--- src/fbs_cfg.svh ---
// fbs_cfg.svh: offsets, field positions, reset values and timing counts
// of the fieldbus slave parameter control block; definitions only.
`ifndef FBS_CFG_SVH
`define FBS_CFG_SVH

// register byte offsets on the AXI4-Lite slave
`define FBS_OFS_STAGE   8'h00
`define FBS_OFS_CMD     8'h04
`define FBS_OFS_OUT     8'h08
`define FBS_OFS_IN      8'h0C
`define FBS_OFS_STATUS  8'h10
`define FBS_OFS_DIAG    8'h14
`define FBS_OFS_EXTSTAT 8'h18
`define FBS_OFS_LEN     8'h1C
`define FBS_OFS_ACTIVE  8'h20

// staging word field positions
`define FBS_B_WD      0
`define FBS_B_IDDIAG  1
`define FBS_B_MODST   2
`define FBS_B_CHDIAG  3
`define FBS_B_DIAGEN  4
`define FBS_B_LITTLE  5
`define FBS_B_REACT   6
`define FBS_B_EXT     8
`define FBS_B_ADDR    9
`define FBS_B_GROUP   16

// command word field positions (write-only pulses)
`define FBS_C_COMMIT  0
`define FBS_C_SYNC    1
`define FBS_C_UNSYNC  2
`define FBS_C_FREEZE  3
`define FBS_C_UNFRZ   4
`define FBS_C_POLL    5
`define FBS_C_GROUP   8

// reset values: watchdog on, diagnostics on, big-endian, station 3
`define FBS_STAGE_RST 32'h0001_0611
`define FBS_EXT_STATUS 24'h00_0000
`define FBS_ADDR_MIN  7'h02
`define FBS_ADDR_MAX  7'h7D
`define FBS_MAX_BYTES 8'hF4

// axi responses
`define FBS_RESP_OK   2'h0
`define FBS_RESP_ERR  2'h2

// response monitoring time and clock rate
`define FBS_WD_TIME_US 100000
`define FBS_CLK_MHZ    50
`define FBS_WD_CYCLES  (`FBS_WD_TIME_US * `FBS_CLK_MHZ)

`endif

--- src/fbs_pkg.sv ---
// fbs_pkg.sv: types of the fieldbus slave parameter control block.
// assumes fbs_cfg.svh sits in the include path.
`default_nettype none
package fbs_pkg;

	// slave protocol state
	typedef enum logic [1:0] {
		FBS_WAIT_PRM,
		FBS_DATA_EX,
		FBS_SAFE
	} fbs_state_t;

	// reaction to a backplane module timeout
	typedef enum logic [1:0] {
		FBS_REACT_RESET,
		FBS_REACT_DISABLE,
		FBS_REACT_PLAIN,
		FBS_REACT_SPARE
	} fbs_react_t;

	// applied parameter set
	typedef struct packed {
		logic [7:0] group;
		logic [6:0] addr;
		logic       ext;
		fbs_react_t react;
		logic       little;
		logic       diag_en;
		logic       chan_en;
		logic       modst_en;
		logic       ident_en;
		logic       wd_en;
	} fbs_param_t;

	// pins that come from outside the clock domain
	typedef struct packed {
		logic [6:0]  addr_sw;
		logic [15:0] in_data;
		logic        in_analog;
		logic        mod_timeout;
		logic        mod_fault;
		logic [3:0]  fault_slot;
		logic [2:0]  fault_chan;
		logic [3:0]  fault_code;
	} fbs_pins_t;

endpackage
`default_nettype wire

--- src/fbs_ctrl.sv ---
// fbs_ctrl.sv: parameter-driven behaviour control of a fieldbus slave.
// assumes a single 50 MHz clock, an AXI4-Lite master that runs at most
// one write and one read at a time, and asynchronous rack pins.
//
// Operation
// - station address 2..125, switch equals configured
// - sync for our group holds outputs
// - freeze latches inputs, reports latched values
// - watchdog expiry enters safety state
// - watchdog off: no forced zero outputs
// - ident enable reports faulty slot
// - module-state enable reports module error
// - channel enable reports faulty channel
// - diagnostic enable off suppresses all diagnostics outside the extended variant
// - byte order touches analog values only
// - big-endian: high byte first
// - little-endian: low byte first
// - reset reaction: reset, await parameters
// - disable reaction: exchange, outputs forced zero
// - plain reaction: exchange continues unchanged
// - extended status bytes 0..2 fixed
// - extended variant: diagnostic address slot 0
// - extended variant: fixed extended interrupt mode
// - at most 244 bytes each direction
`include "fbs_cfg.svh"
`timescale 1ns/1ps
`default_nettype none

module fbs_ctrl #(
	parameter int unsigned WD_CYCLES = `FBS_WD_CYCLES
) (
	input  wire logic        core_clk,
	input  wire logic        rstn,
	// axi4-lite slave
	input  wire logic [7:0]  s_axi_awaddr,
	input  wire logic        s_axi_awvalid,
	output logic             s_axi_awready,
	input  wire logic [31:0] s_axi_wdata,
	input  wire logic [3:0]  s_axi_wstrb,
	input  wire logic        s_axi_wvalid,
	output logic             s_axi_wready,
	output logic [1:0]       s_axi_bresp,
	output logic             s_axi_bvalid,
	input  wire logic        s_axi_bready,
	input  wire logic [7:0]  s_axi_araddr,
	input  wire logic        s_axi_arvalid,
	output logic             s_axi_arready,
	output logic [31:0]      s_axi_rdata,
	output logic [1:0]       s_axi_rresp,
	output logic             s_axi_rvalid,
	input  wire logic        s_axi_rready,
	// rack side pins
	input  wire fbs_pkg::fbs_pins_t pins,
	output logic [15:0]      bp_out,
	output logic             output_disable,
	output logic             safety_state
);

	// *****************************************
	// input synchronisers
	// *****************************************
	fbs_pkg::fbs_pins_t pins_s1_reg;  // first stage, read by second only
	fbs_pkg::fbs_pins_t pins_reg;     // usable copy

	// two flops before any logic looks at rack pins
	always_ff @(posedge core_clk or negedge rstn)
	begin
		if (!rstn)
		begin
			pins_s1_reg <= '0;
			pins_reg    <= '0;
		end
		else
		begin
			pins_s1_reg <= pins;
			pins_reg    <= pins_s1_reg;
		end
	end

	// *****************************************
	// helpers
	// *****************************************
	// maps a byte address onto a register slot, 4'hF when unmapped
	function automatic logic [3:0] reg_slot(input logic [7:0] a);
		if (a == `FBS_OFS_STAGE)        reg_slot = 4'h0;
		else if (a == `FBS_OFS_CMD)     reg_slot = 4'h1;
		else if (a == `FBS_OFS_OUT)     reg_slot = 4'h2;
		else if (a == `FBS_OFS_IN)      reg_slot = 4'h3;
		else if (a == `FBS_OFS_STATUS)  reg_slot = 4'h4;
		else if (a == `FBS_OFS_DIAG)    reg_slot = 4'h5;
		else if (a == `FBS_OFS_EXTSTAT) reg_slot = 4'h6;
		else if (a == `FBS_OFS_LEN)     reg_slot = 4'h7;
		else if (a == `FBS_OFS_ACTIVE)  reg_slot = 4'h8;
		else                            reg_slot = 4'hF;
	endfunction

	// byte order for analog values; digital passes untouched
	function automatic logic [15:0] order(input logic [15:0] v,
		input logic analog, input logic little);
		if (analog && little)
			order = {v[7:0], v[15:8]};
		else
			order = v;
	endfunction

	// *****************************************
	// axi4-lite write channel
	// *****************************************
	logic       aw_hold_reg;   // address taken, waiting for data
	logic       w_hold_reg;    // data taken, waiting for address
	logic [7:0] waddr_reg;     // captured write address
	logic [31:0] wdata_reg;    // captured write data
	logic [3:0] wstrb_reg;     // captured byte enables
	logic       wr_fire;       // one-cycle register write strobe

	assign wr_fire = aw_hold_reg && w_hold_reg && !s_axi_bvalid;

	// address and data are taken independently, response follows both
	always_ff @(posedge core_clk or negedge rstn)
	begin
		if (!rstn)
		begin
			aw_hold_reg   <= 1'b0;
			w_hold_reg    <= 1'b0;
			waddr_reg     <= 8'h00;
			wdata_reg     <= 32'h0000_0000;
			wstrb_reg     <= 4'h0;
			s_axi_awready <= 1'b1;
			s_axi_wready  <= 1'b1;
			s_axi_bvalid  <= 1'b0;
			s_axi_bresp   <= `FBS_RESP_OK;
		end
		else
		begin
			if (s_axi_awvalid && s_axi_awready)
			begin
				aw_hold_reg   <= 1'b1;
				waddr_reg     <= s_axi_awaddr;
				s_axi_awready <= 1'b0;
			end
			if (s_axi_wvalid && s_axi_wready)
			begin
				w_hold_reg   <= 1'b1;
				wdata_reg    <= s_axi_wdata;
				wstrb_reg    <= s_axi_wstrb;
				s_axi_wready <= 1'b0;
			end
			if (wr_fire)
			begin
				// read-only and unmapped slots answer with an error
				aw_hold_reg  <= 1'b0;
				w_hold_reg   <= 1'b0;
				s_axi_bvalid <= 1'b1;
				s_axi_bresp  <= (reg_slot(waddr_reg) <= 4'h2) ?
					`FBS_RESP_OK : `FBS_RESP_ERR;
			end
			else if (s_axi_bvalid && s_axi_bready)
			begin
				s_axi_bvalid  <= 1'b0;
				s_axi_awready <= 1'b1;
				s_axi_wready  <= 1'b1;
			end
		end
	end

	// decoded write pulses
	logic        wr_stage;
	logic        wr_cmd;
	logic        wr_out;
	logic [31:0] wmask;
	assign wr_stage = wr_fire && (reg_slot(waddr_reg) == 4'h0);
	assign wr_cmd   = wr_fire && (reg_slot(waddr_reg) == 4'h1);
	assign wr_out   = wr_fire && (reg_slot(waddr_reg) == 4'h2);
	assign wmask    = {{8{wstrb_reg[3]}}, {8{wstrb_reg[2]}},
		{8{wstrb_reg[1]}}, {8{wstrb_reg[0]}}};

	// *****************************************
	// parameter staging and commit
	// *****************************************
	logic [31:0] stage_reg;             // telegram being assembled
	fbs_pkg::fbs_param_t prm_reg;       // settings in force
	logic        prm_valid_reg;         // a telegram has been accepted
	logic        cmd_commit;
	logic        cmd_sync;
	logic        cmd_unsync;
	logic        cmd_freeze;
	logic        cmd_unfreeze;
	logic        cmd_poll;
	logic        grp_hit;
	logic        soft_reset;            // module timeout reset reaction

	assign grp_hit      = |(wdata_reg[`FBS_C_GROUP +: 8] & prm_reg.group);
	assign cmd_commit   = wr_cmd && wstrb_reg[0] && wdata_reg[`FBS_C_COMMIT];
	assign cmd_sync     = wr_cmd && wdata_reg[`FBS_C_SYNC] && grp_hit;
	assign cmd_unsync   = wr_cmd && wdata_reg[`FBS_C_UNSYNC] && grp_hit;
	assign cmd_freeze   = wr_cmd && wdata_reg[`FBS_C_FREEZE] && grp_hit;
	assign cmd_unfreeze = wr_cmd && wdata_reg[`FBS_C_UNFRZ] && grp_hit;
	assign cmd_poll     = wr_cmd && wdata_reg[`FBS_C_POLL];

	// staging is byte-writable and never steers the logic directly
	always_ff @(posedge core_clk or negedge rstn)
	begin
		if (!rstn)
			stage_reg <= `FBS_STAGE_RST;
		else if (wr_stage)
			stage_reg <= (stage_reg & ~wmask) | (wdata_reg & wmask);
	end

	// settings change only on a whole commit, else the old set stays
	always_ff @(posedge core_clk or negedge rstn)
	begin
		if (!rstn)
		begin
			prm_reg       <= fbs_pkg::fbs_param_t'(`FBS_STAGE_RST);
			prm_valid_reg <= 1'b0;
		end
		else if (cmd_commit)
		begin
			prm_reg       <= fbs_pkg::fbs_param_t'(stage_reg[23:0]);
			prm_valid_reg <= 1'b1;
		end
		else if (soft_reset)
			prm_valid_reg <= 1'b0;
	end

	// station address inside 2..125 and matching the switch
	logic addr_ok;
	assign addr_ok = (prm_reg.addr >= `FBS_ADDR_MIN) &&
		(prm_reg.addr <= `FBS_ADDR_MAX) &&
		(prm_reg.addr == pins_reg.addr_sw);

	// *****************************************
	// watchdog
	// *****************************************
	logic [31:0] wd_cnt_reg;   // cycles since the master last polled
	logic        wd_expired;
	assign wd_expired = (wd_cnt_reg >= WD_CYCLES);

	// restarts on each poll or commit, so a late first commit cannot trip it
	always_ff @(posedge core_clk or negedge rstn)
	begin
		if (!rstn)
			wd_cnt_reg <= 32'h0000_0000;
		else if (cmd_poll || cmd_commit || !prm_reg.wd_en)
			wd_cnt_reg <= 32'h0000_0000;
		else if (!wd_expired)
			wd_cnt_reg <= wd_cnt_reg + 32'h0000_0001;
	end

	// *****************************************
	// protocol state machine
	// *****************************************
	fbs_pkg::fbs_state_t state_reg;
	fbs_pkg::fbs_state_t state_next;
	logic mod_to;

	assign mod_to     = pins_reg.mod_timeout || pins_reg.mod_fault;
	assign soft_reset = (state_reg == fbs_pkg::FBS_DATA_EX) && mod_to &&
		(prm_reg.react == fbs_pkg::FBS_REACT_RESET);

	// next state from commit, watchdog and module timeout reaction
	always_comb
	begin
		state_next = state_reg;
		case (state_reg)
			fbs_pkg::FBS_WAIT_PRM:
				if (prm_valid_reg && addr_ok)
					state_next = fbs_pkg::FBS_DATA_EX;
			fbs_pkg::FBS_DATA_EX:
				if (soft_reset)
					state_next = fbs_pkg::FBS_WAIT_PRM;
				else if (prm_reg.wd_en && wd_expired)
					state_next = fbs_pkg::FBS_SAFE;
				else if (!addr_ok)
					state_next = fbs_pkg::FBS_WAIT_PRM;
			fbs_pkg::FBS_SAFE:
				// master comes back: resume with the settings in force
				if (cmd_poll || cmd_commit)
					state_next = fbs_pkg::FBS_DATA_EX;
			default:
				state_next = fbs_pkg::FBS_WAIT_PRM;
		endcase
	end

	// state register
	always_ff @(posedge core_clk or negedge rstn)
	begin
		if (!rstn)
			state_reg <= fbs_pkg::FBS_WAIT_PRM;
		else
			state_reg <= state_next;
	end

	// *****************************************
	// output path: sync hold and rack drive
	// *****************************************
	logic [16:0] out_new_reg;   // latest master word, bit 16 = analog
	logic [16:0] out_app_reg;   // word applied to the rack
	logic        sync_reg;      // outputs held by sync

	// master writes land here first; the hold decides when they apply
	always_ff @(posedge core_clk or negedge rstn)
	begin
		if (!rstn)
			out_new_reg <= 17'h0_0000;
		else if (wr_out)
			out_new_reg <= wdata_reg[16:0];
	end

	// sync freezes, each further sync or unsync applies the newest word
	always_ff @(posedge core_clk or negedge rstn)
	begin
		if (!rstn)
		begin
			sync_reg    <= 1'b0;
			out_app_reg <= 17'h0_0000;
		end
		else
		begin
			if (cmd_sync)
				sync_reg <= 1'b1;
			else if (cmd_unsync)
				sync_reg <= 1'b0;
			if (cmd_sync && !sync_reg)
				out_app_reg <= out_app_reg;
			else if (cmd_sync || cmd_unsync || (!sync_reg && wr_out))
				out_app_reg <= cmd_sync || cmd_unsync ?
					out_new_reg : wdata_reg[16:0];
		end
	end

	// output disable reaction keeps exchanging but zeroes the rack
	logic kill_out;
	assign kill_out = (state_reg == fbs_pkg::FBS_DATA_EX) && mod_to &&
		(prm_reg.react == fbs_pkg::FBS_REACT_DISABLE);

	// rack outputs: zero outside exchange, plain reaction leaves them
	always_ff @(posedge core_clk or negedge rstn)
	begin
		if (!rstn)
		begin
			bp_out         <= 16'h0000;
			output_disable <= 1'b0;
			safety_state   <= 1'b0;
		end
		else
		begin
			output_disable <= kill_out;
			safety_state   <= (state_next == fbs_pkg::FBS_SAFE);
			if (kill_out || state_reg != fbs_pkg::FBS_DATA_EX)
				bp_out <= 16'h0000;
			else
				bp_out <= order(out_app_reg[15:0], out_app_reg[16],
					prm_reg.little);
		end
	end

	// *****************************************
	// input path: freeze latch
	// *****************************************
	logic [16:0] in_frz_reg;   // latched input word, bit 16 = analog
	logic        freeze_reg;   // inputs frozen
	logic [16:0] in_now;

	assign in_now = freeze_reg ? in_frz_reg :
		{pins_reg.in_analog, pins_reg.in_data};

	// each freeze takes a new snapshot, unfreeze returns to live data
	always_ff @(posedge core_clk or negedge rstn)
	begin
		if (!rstn)
		begin
			freeze_reg <= 1'b0;
			in_frz_reg <= 17'h0_0000;
		end
		else if (cmd_freeze)
		begin
			freeze_reg <= 1'b1;
			in_frz_reg <= {pins_reg.in_analog, pins_reg.in_data};
		end
		else if (cmd_unfreeze)
			freeze_reg <= 1'b0;
	end

	// *****************************************
	// transfer length check
	// *****************************************
	logic [15:0] len_reg;     // in bytes [7:0], out bytes [15:8]
	logic        len_err_reg; // requested length beyond the limit

	// lengths come with each commit; oversize requests are clamped
	always_ff @(posedge core_clk or negedge rstn)
	begin
		if (!rstn)
		begin
			len_reg     <= 16'h0000;
			len_err_reg <= 1'b0;
		end
		else if (cmd_commit)
		begin
			len_err_reg <= (wdata_reg[23:16] > `FBS_MAX_BYTES) ||
				(wdata_reg[31:24] > `FBS_MAX_BYTES);
			len_reg[7:0] <= (wdata_reg[23:16] > `FBS_MAX_BYTES) ?
				`FBS_MAX_BYTES : wdata_reg[23:16];
			len_reg[15:8] <= (wdata_reg[31:24] > `FBS_MAX_BYTES) ?
				`FBS_MAX_BYTES : wdata_reg[31:24];
		end
	end

	// *****************************************
	// diagnostics
	// *****************************************
	logic [15:0] diag_word;
	logic        diag_on;
	assign diag_on = prm_reg.diag_en || prm_reg.ext;

	// slot, code and channel each appear only when their own enable is set
	always_comb
	begin
		diag_word = 16'h0000;
		if (diag_on && pins_reg.mod_fault)
		begin
			diag_word[15] = 1'b1;
			if (prm_reg.ident_en)
				diag_word[3:0] = pins_reg.fault_slot;
			if (prm_reg.modst_en)
				diag_word[7:4] = pins_reg.fault_code;
			if (prm_reg.chan_en)
				diag_word[10:8] = pins_reg.fault_chan;
		end
		if (diag_on && pins_reg.mod_timeout)
			diag_word[14] = 1'b1;
	end

	// *****************************************
	// axi4-lite read channel
	// *****************************************
	logic [31:0] status_word;
	assign status_word = {16'h0000, 1'b0, prm_reg.ext,
		prm_reg.ext ? 4'h0 : 4'hF,
		len_err_reg, addr_ok, prm_valid_reg, sync_reg,
		freeze_reg, wd_expired, output_disable, safety_state,
		state_reg};

	// answer one cycle after the address is taken
	always_ff @(posedge core_clk or negedge rstn)
	begin
		if (!rstn)
		begin
			s_axi_arready <= 1'b1;
			s_axi_rvalid  <= 1'b0;
			s_axi_rdata   <= 32'h0000_0000;
			s_axi_rresp   <= `FBS_RESP_OK;
		end
		else if (s_axi_arvalid && s_axi_arready)
		begin
			s_axi_arready <= 1'b0;
			s_axi_rvalid  <= 1'b1;
			s_axi_rresp   <= `FBS_RESP_OK;
			if (reg_slot(s_axi_araddr) == 4'h0)
				s_axi_rdata <= stage_reg;
			else if (reg_slot(s_axi_araddr) == 4'h2)
				s_axi_rdata <= {15'h0000, out_new_reg};
			else if (reg_slot(s_axi_araddr) == 4'h3)
				s_axi_rdata <= {15'h0000, in_now[16],
					order(in_now[15:0], in_now[16], prm_reg.little)};
			else if (reg_slot(s_axi_araddr) == 4'h4)
				s_axi_rdata <= status_word;
			else if (reg_slot(s_axi_araddr) == 4'h5)
				s_axi_rdata <= {16'h0000, diag_word};
			else if (reg_slot(s_axi_araddr) == 4'h6)
				s_axi_rdata <= {8'h00, `FBS_EXT_STATUS};
			else if (reg_slot(s_axi_araddr) == 4'h7)
				s_axi_rdata <= {16'h0000, len_reg};
			else if (reg_slot(s_axi_araddr) == 4'h8)
				s_axi_rdata <= {8'h00, prm_reg};
			else
			begin
				// command word is write-only; unmapped reads fail too
				s_axi_rdata <= 32'h0000_0000;
				s_axi_rresp <= `FBS_RESP_ERR;
			end
		end
		else if (s_axi_rvalid && s_axi_rready)
		begin
			s_axi_rvalid  <= 1'b0;
			s_axi_arready <= 1'b1;
		end
	end

endmodule

`default_nettype wire

--- config.mk ---
export PLATFORM = sky130hd
export DESIGN_NAME = fbs_ctrl
export DESIGN_NICKNAME = d
export VERILOG_FILES = /design/src/fbs_pkg.sv /design/src/fbs_ctrl.sv
export VERILOG_INCLUDE_DIRS = /design/src
export SDC_FILE = /design/constraint.sdc
export NUM_CORES = 1
export LEC_CHECK = 0
export BUFFER_PORTS_ARGS = -buffer_cell sky130_fd_sc_hd__buf_2
export CORE_MARGIN = 8
export CORE_UTILIZATION = 51
export DETAILED_ROUTE_END_ITERATION = 16
export PLACE_DENSITY_LB_ADDON = 0.3
export REMOVE_ABC_BUFFERS = 1
export SLEW_MARGIN = 0
export SYNTH_ARGS = -nofsm -noshare
export SYNTH_HDL_FRONTEND = slang
export SYNTH_SLANG_ARGS = --single-unit
--- constraint.sdc ---
create_clock -name core_clk -period 2 [get_ports core_clk]
set_input_delay 0.4 -clock core_clk [delete_from_list [all_inputs] [get_ports core_clk]]
set_output_delay 0.4 -clock core_clk [all_outputs]
set_load 0.05 [all_outputs]
==> summary.txt <==
Worst setup path
  • Crit path required time: 2.44 ns
  • Max FO, Critical Path: 6
  • Setup crit start kind: register
  • Setup slack, reg-to-reg: -0.27 ns
  • Critical Path Max Stage Delay: 0.48 ns
  • Ordered cell list for the critical path: a211oi_2 > nand3_1 > a311o_2 > a2111o_1 > or3_1 > a21oi_1
  • RR Startpoint: wd_cnt_reg[11]$_DFFE_PN0P_
  • CP Capture Type: register
  • Slowest-stage cell, CP: a311o_2
  • Worst R2R End: wd_cnt_reg[15]$_DFFE_PN0P_
  • CP arrival: 2.71 ns
  • FF-to-FF path depth: 6
  • Buf/Inv on CP: 0
  • Critical path type: reg2reg
  • Delay-heaviest family, CP: compound AO/OA/AOI/OAI gates

Logic synthesis
  • Synth top area share: 57.2%
  • Sequential fraction of the synthesis area: 59.6%
  • Yosys top cell by area: dfrtp_1
  • Ys async rst share: 100%
  • YS warnings: 0
  • Mux share of post-synthesis cell area: 13.0%
  • Combinational family with the most area after synthesis: simple AND/OR/NAND/NOR gates
  • Number of synthesized flops with an enable pin: 0
  • Synth Instances: 1,259
  • Post-synth cell types: 73
  • Compound-cell area share of the yosys netlist: 10.5%
  • Top cells by area, synth: dfrtp_1 57%, mux2_2 9.1%, nand2_1 5.9%
  • Most used DFF post-synth: dfrtp_1
  • Syn avg cell area: 11.3 µm²
  • #FFs+latches synth: 338
  • Post-synthesis cell area: 14,200 µm²
  • Synth Area in Simple Gates: 13.4%
  • Synth Area in Adders: 0.176%
  • Xor/xnor share of the synthesized area: 0.924%

Route
  • DR iter-0 viols: 979
  • Wirelength, routed: 42.9 mm
  • Via count: 11,300
  • # DRC: 0
  • Final antenna-violating net count: 0
  • Routed length per instance: 21.5 µm
  • DRT Pass-1 Iters: 5
  • Vias/cell: 5.66

Clocking
  • CTS buffer count: 35
  • TritonCTS clock tree: yes
  • CTS Sinks: 338
  • Root Driver: clkbuf_16
  • CTS clk-pin slew, worst paths: 0.06 ns
  • CTS max path bufs: 3
  • Htree depth: 2
  • Clk_lat worst skew: 0.53 ns

Die
  • Initial core utilization: 51.5%
  • Die H: 183 µm
  • # IOs: 155
  • Die area: 33,500 µm²
  • Core footprint: 27,600 µm²
  • Die X: 183 µm
  • Core Rows: 61

Layout
  • Commonest non-fill, non-tap cells in the layout: 325 x dfrtp_1, 210 x nand2_1, 151 x buf_2
  • Most common cell after layout, fill and taps aside: dfrtp_1
  • Finished Cell Area: 19,000 µm²
  • Layout cells sized above 1: 37.1%
  • Area grow syn2layout: 33.9%
  • NumNets Final: 1,685
  • Ant. Diodes: 0

GRT
  • GR peak layer: met2
  • Met3 Resource Use GR: 4.49%
  • Antenna violations before repair: 1
  • Global-route wire length before repair: 65.1 mm
  • Pin count of the biggest net entering global routing: 58
  • All-Layer GR Usage: 24.8%
  • Gr ovfl total: 0
  • GRT met1 Usage: 33.2%
  • Vias in the first global route: 11,500
  • M2 GR Usage: 39.5%

Place
  • Routability Congestion: 0.933
  • Dpl cell area: 16,300 µm²
  • Setup WS pre-CTS: -0.307 ns
  • Port-buffer cells: 152
  • Dpl hpwl: 28.1 mm

Timing
  • Max-slew headroom: 58.4%
  • Endpoints failing setup: 82
  • Min Tclk post-route: 2.27 ns
  • Slew of the pin with the lowest slew margin: 0.624 ns
  • Final hold violations: 0
  • RSZ-0062 raised after global routing: true
  • Final setup margin: -0.273 ns
  • WHS: 0.0676 ns
  • Max-slew violations: 0
  • Worst Skew: 0.0265 ns
  • Final worst path period share: 114%
  • Upper clock frequency limit: 440 MHz

Pwr
  • PnR Total Power: 19,700 µW
  • Power density cells: 1040 nW/µm²
  • Max IR drop VDD: 829 µV
  • Clk pwr share: 34.8%
  • Combinational Power Share: 19.3%
  • Share of power burned in registers: 45.9%
  • Psw: 6030 µW
  • Sw Share: 30.5%
  • Int Pwr: 13,700 µW
  • Pleak: 0.00902 µW

Run status
  • Outcome: finished, violations left
  • Failing checks: negative setup slack

Min path
  • Worst Hold Endpoint: s_axi_awready$_DFF_PN1_
  • Worst min path class: in2reg
  • HP Start: s_axi_awvalid
  • WHS Path Cells: 2

Job
  • Max-cap violations: 0
-- cells in the mapped netlist, types with 13 or more instances --
master    count
nor3_1       17
a31oi_1      17
mux2i_1      44
dfstp_2      13
o21ai_0      38
inv_1        14
mux2_2      115
and2_1       17
clkbuf_1     46
nand3_1      38
nor2_1       82
dfrtp_1     325
nand2_1     224
a21oi_1      77
-- metal layers --
metal	up-vias	part of all wire, %
met2	455	47
met1	5608	42
met4	2	4.2
met3	109	6.7
li1	5094	-
met5	-	0.023
-- area by class of cell --
type | count | area, µm²
repair buffers | 355 | 2870
clock inverters | 11 | 164
flip-flops and latches | 338 | 8470
inverters | 15 | 56.3
fillers | 1975 | 8580
multi-input cells | 842 | 5960
clock buffers | 52 | 1050
well taps | 378 | 473
-- timing repair --
| item | CTS | global route |
|---|---|---|
| setup buffers | 18 | 8 |
| gates cloned | 7 | 4 |
| pin swaps | 30 | 30 |
| endpoints found under the setup margin | 121 | 143 |
| hold buffers | 38 | 0 |
| hold endpoints to repair | 74 | 0 |
| resized for setup | 64 | 92 |
-- worst register-to-register path, cell delays in order (launching register included) --
cell and delay [ns]:
dfrtp_1 0.40, a211oi_2 0.22, nand3_1 0.11, a311o_2 0.48
a2111o_1 0.48, or3_1 0.37, a21oi_1 0.14
-- cells by family (layout without fill, tap and decap cells) --
kind of cell,Yosys count,count (layout)
AO/OA/AOI/OAI,227,227
XOR/XNOR,15,15
adder cells (fa/ha/maj),2,2
buffers and inverters,80,433
flip-flops,338,338
multiplexers,164,164
other,1,2
AND/OR/NAND/NOR,432,432
-- through the flow --
step | std cells | util, % | TNS, ns
3_3_place_gp | 1855 | 59.1 | -8.65
6_report | 1991 | 68.9 | -8.61
4_1_cts | 1981 | 67.1 | -5.66
2_1_floorplan | 1195 | - | -64.32
3_5_place_dp | 1855 | 59.1 | -12.91
5_1_grt | 1991 | 68.9 | -19.65
-- power groups by stage --
stage	Combinational, µW	Clock, µW	Sequential [µW]
global placement	3340	0	8950
global route	4090	7270	9160
floorplan	1430	0	9330
CTS	3580	6950	8940
finish	3820	6870	9050
detailed placement	3420	0	8990
-- worst max path at each step --
stage	startpoint	endpoint	slack, ns	depth (start not counted)
floorplan	s_axi_bvalid$_DFFE_PN0P_	out_app_reg[1]$_DFFE_PN0P_	-1.04	5
global placement	s_axi_araddr[1]	s_axi_rdata[13]$_DFFE_PN0P_	-0.25	8
detailed placement	wd_cnt_reg[16]$_DFFE_PN0P_	wd_cnt_reg[19]$_DFFE_PN0P_	-0.31	6
CTS	wd_cnt_reg[11]$_DFFE_PN0P_	wd_cnt_reg[15]$_DFFE_PN0P_	-0.21	6
global route	wd_cnt_reg[16]$_DFFE_PN0P_	wd_cnt_reg[15]$_DFFE_PN0P_	-0.36	6
finish	wd_cnt_reg[11]$_DFFE_PN0P_	wd_cnt_reg[15]$_DFFE_PN0P_	-0.27	6
No activity file was read; power rests on OpenSTA's default activity.
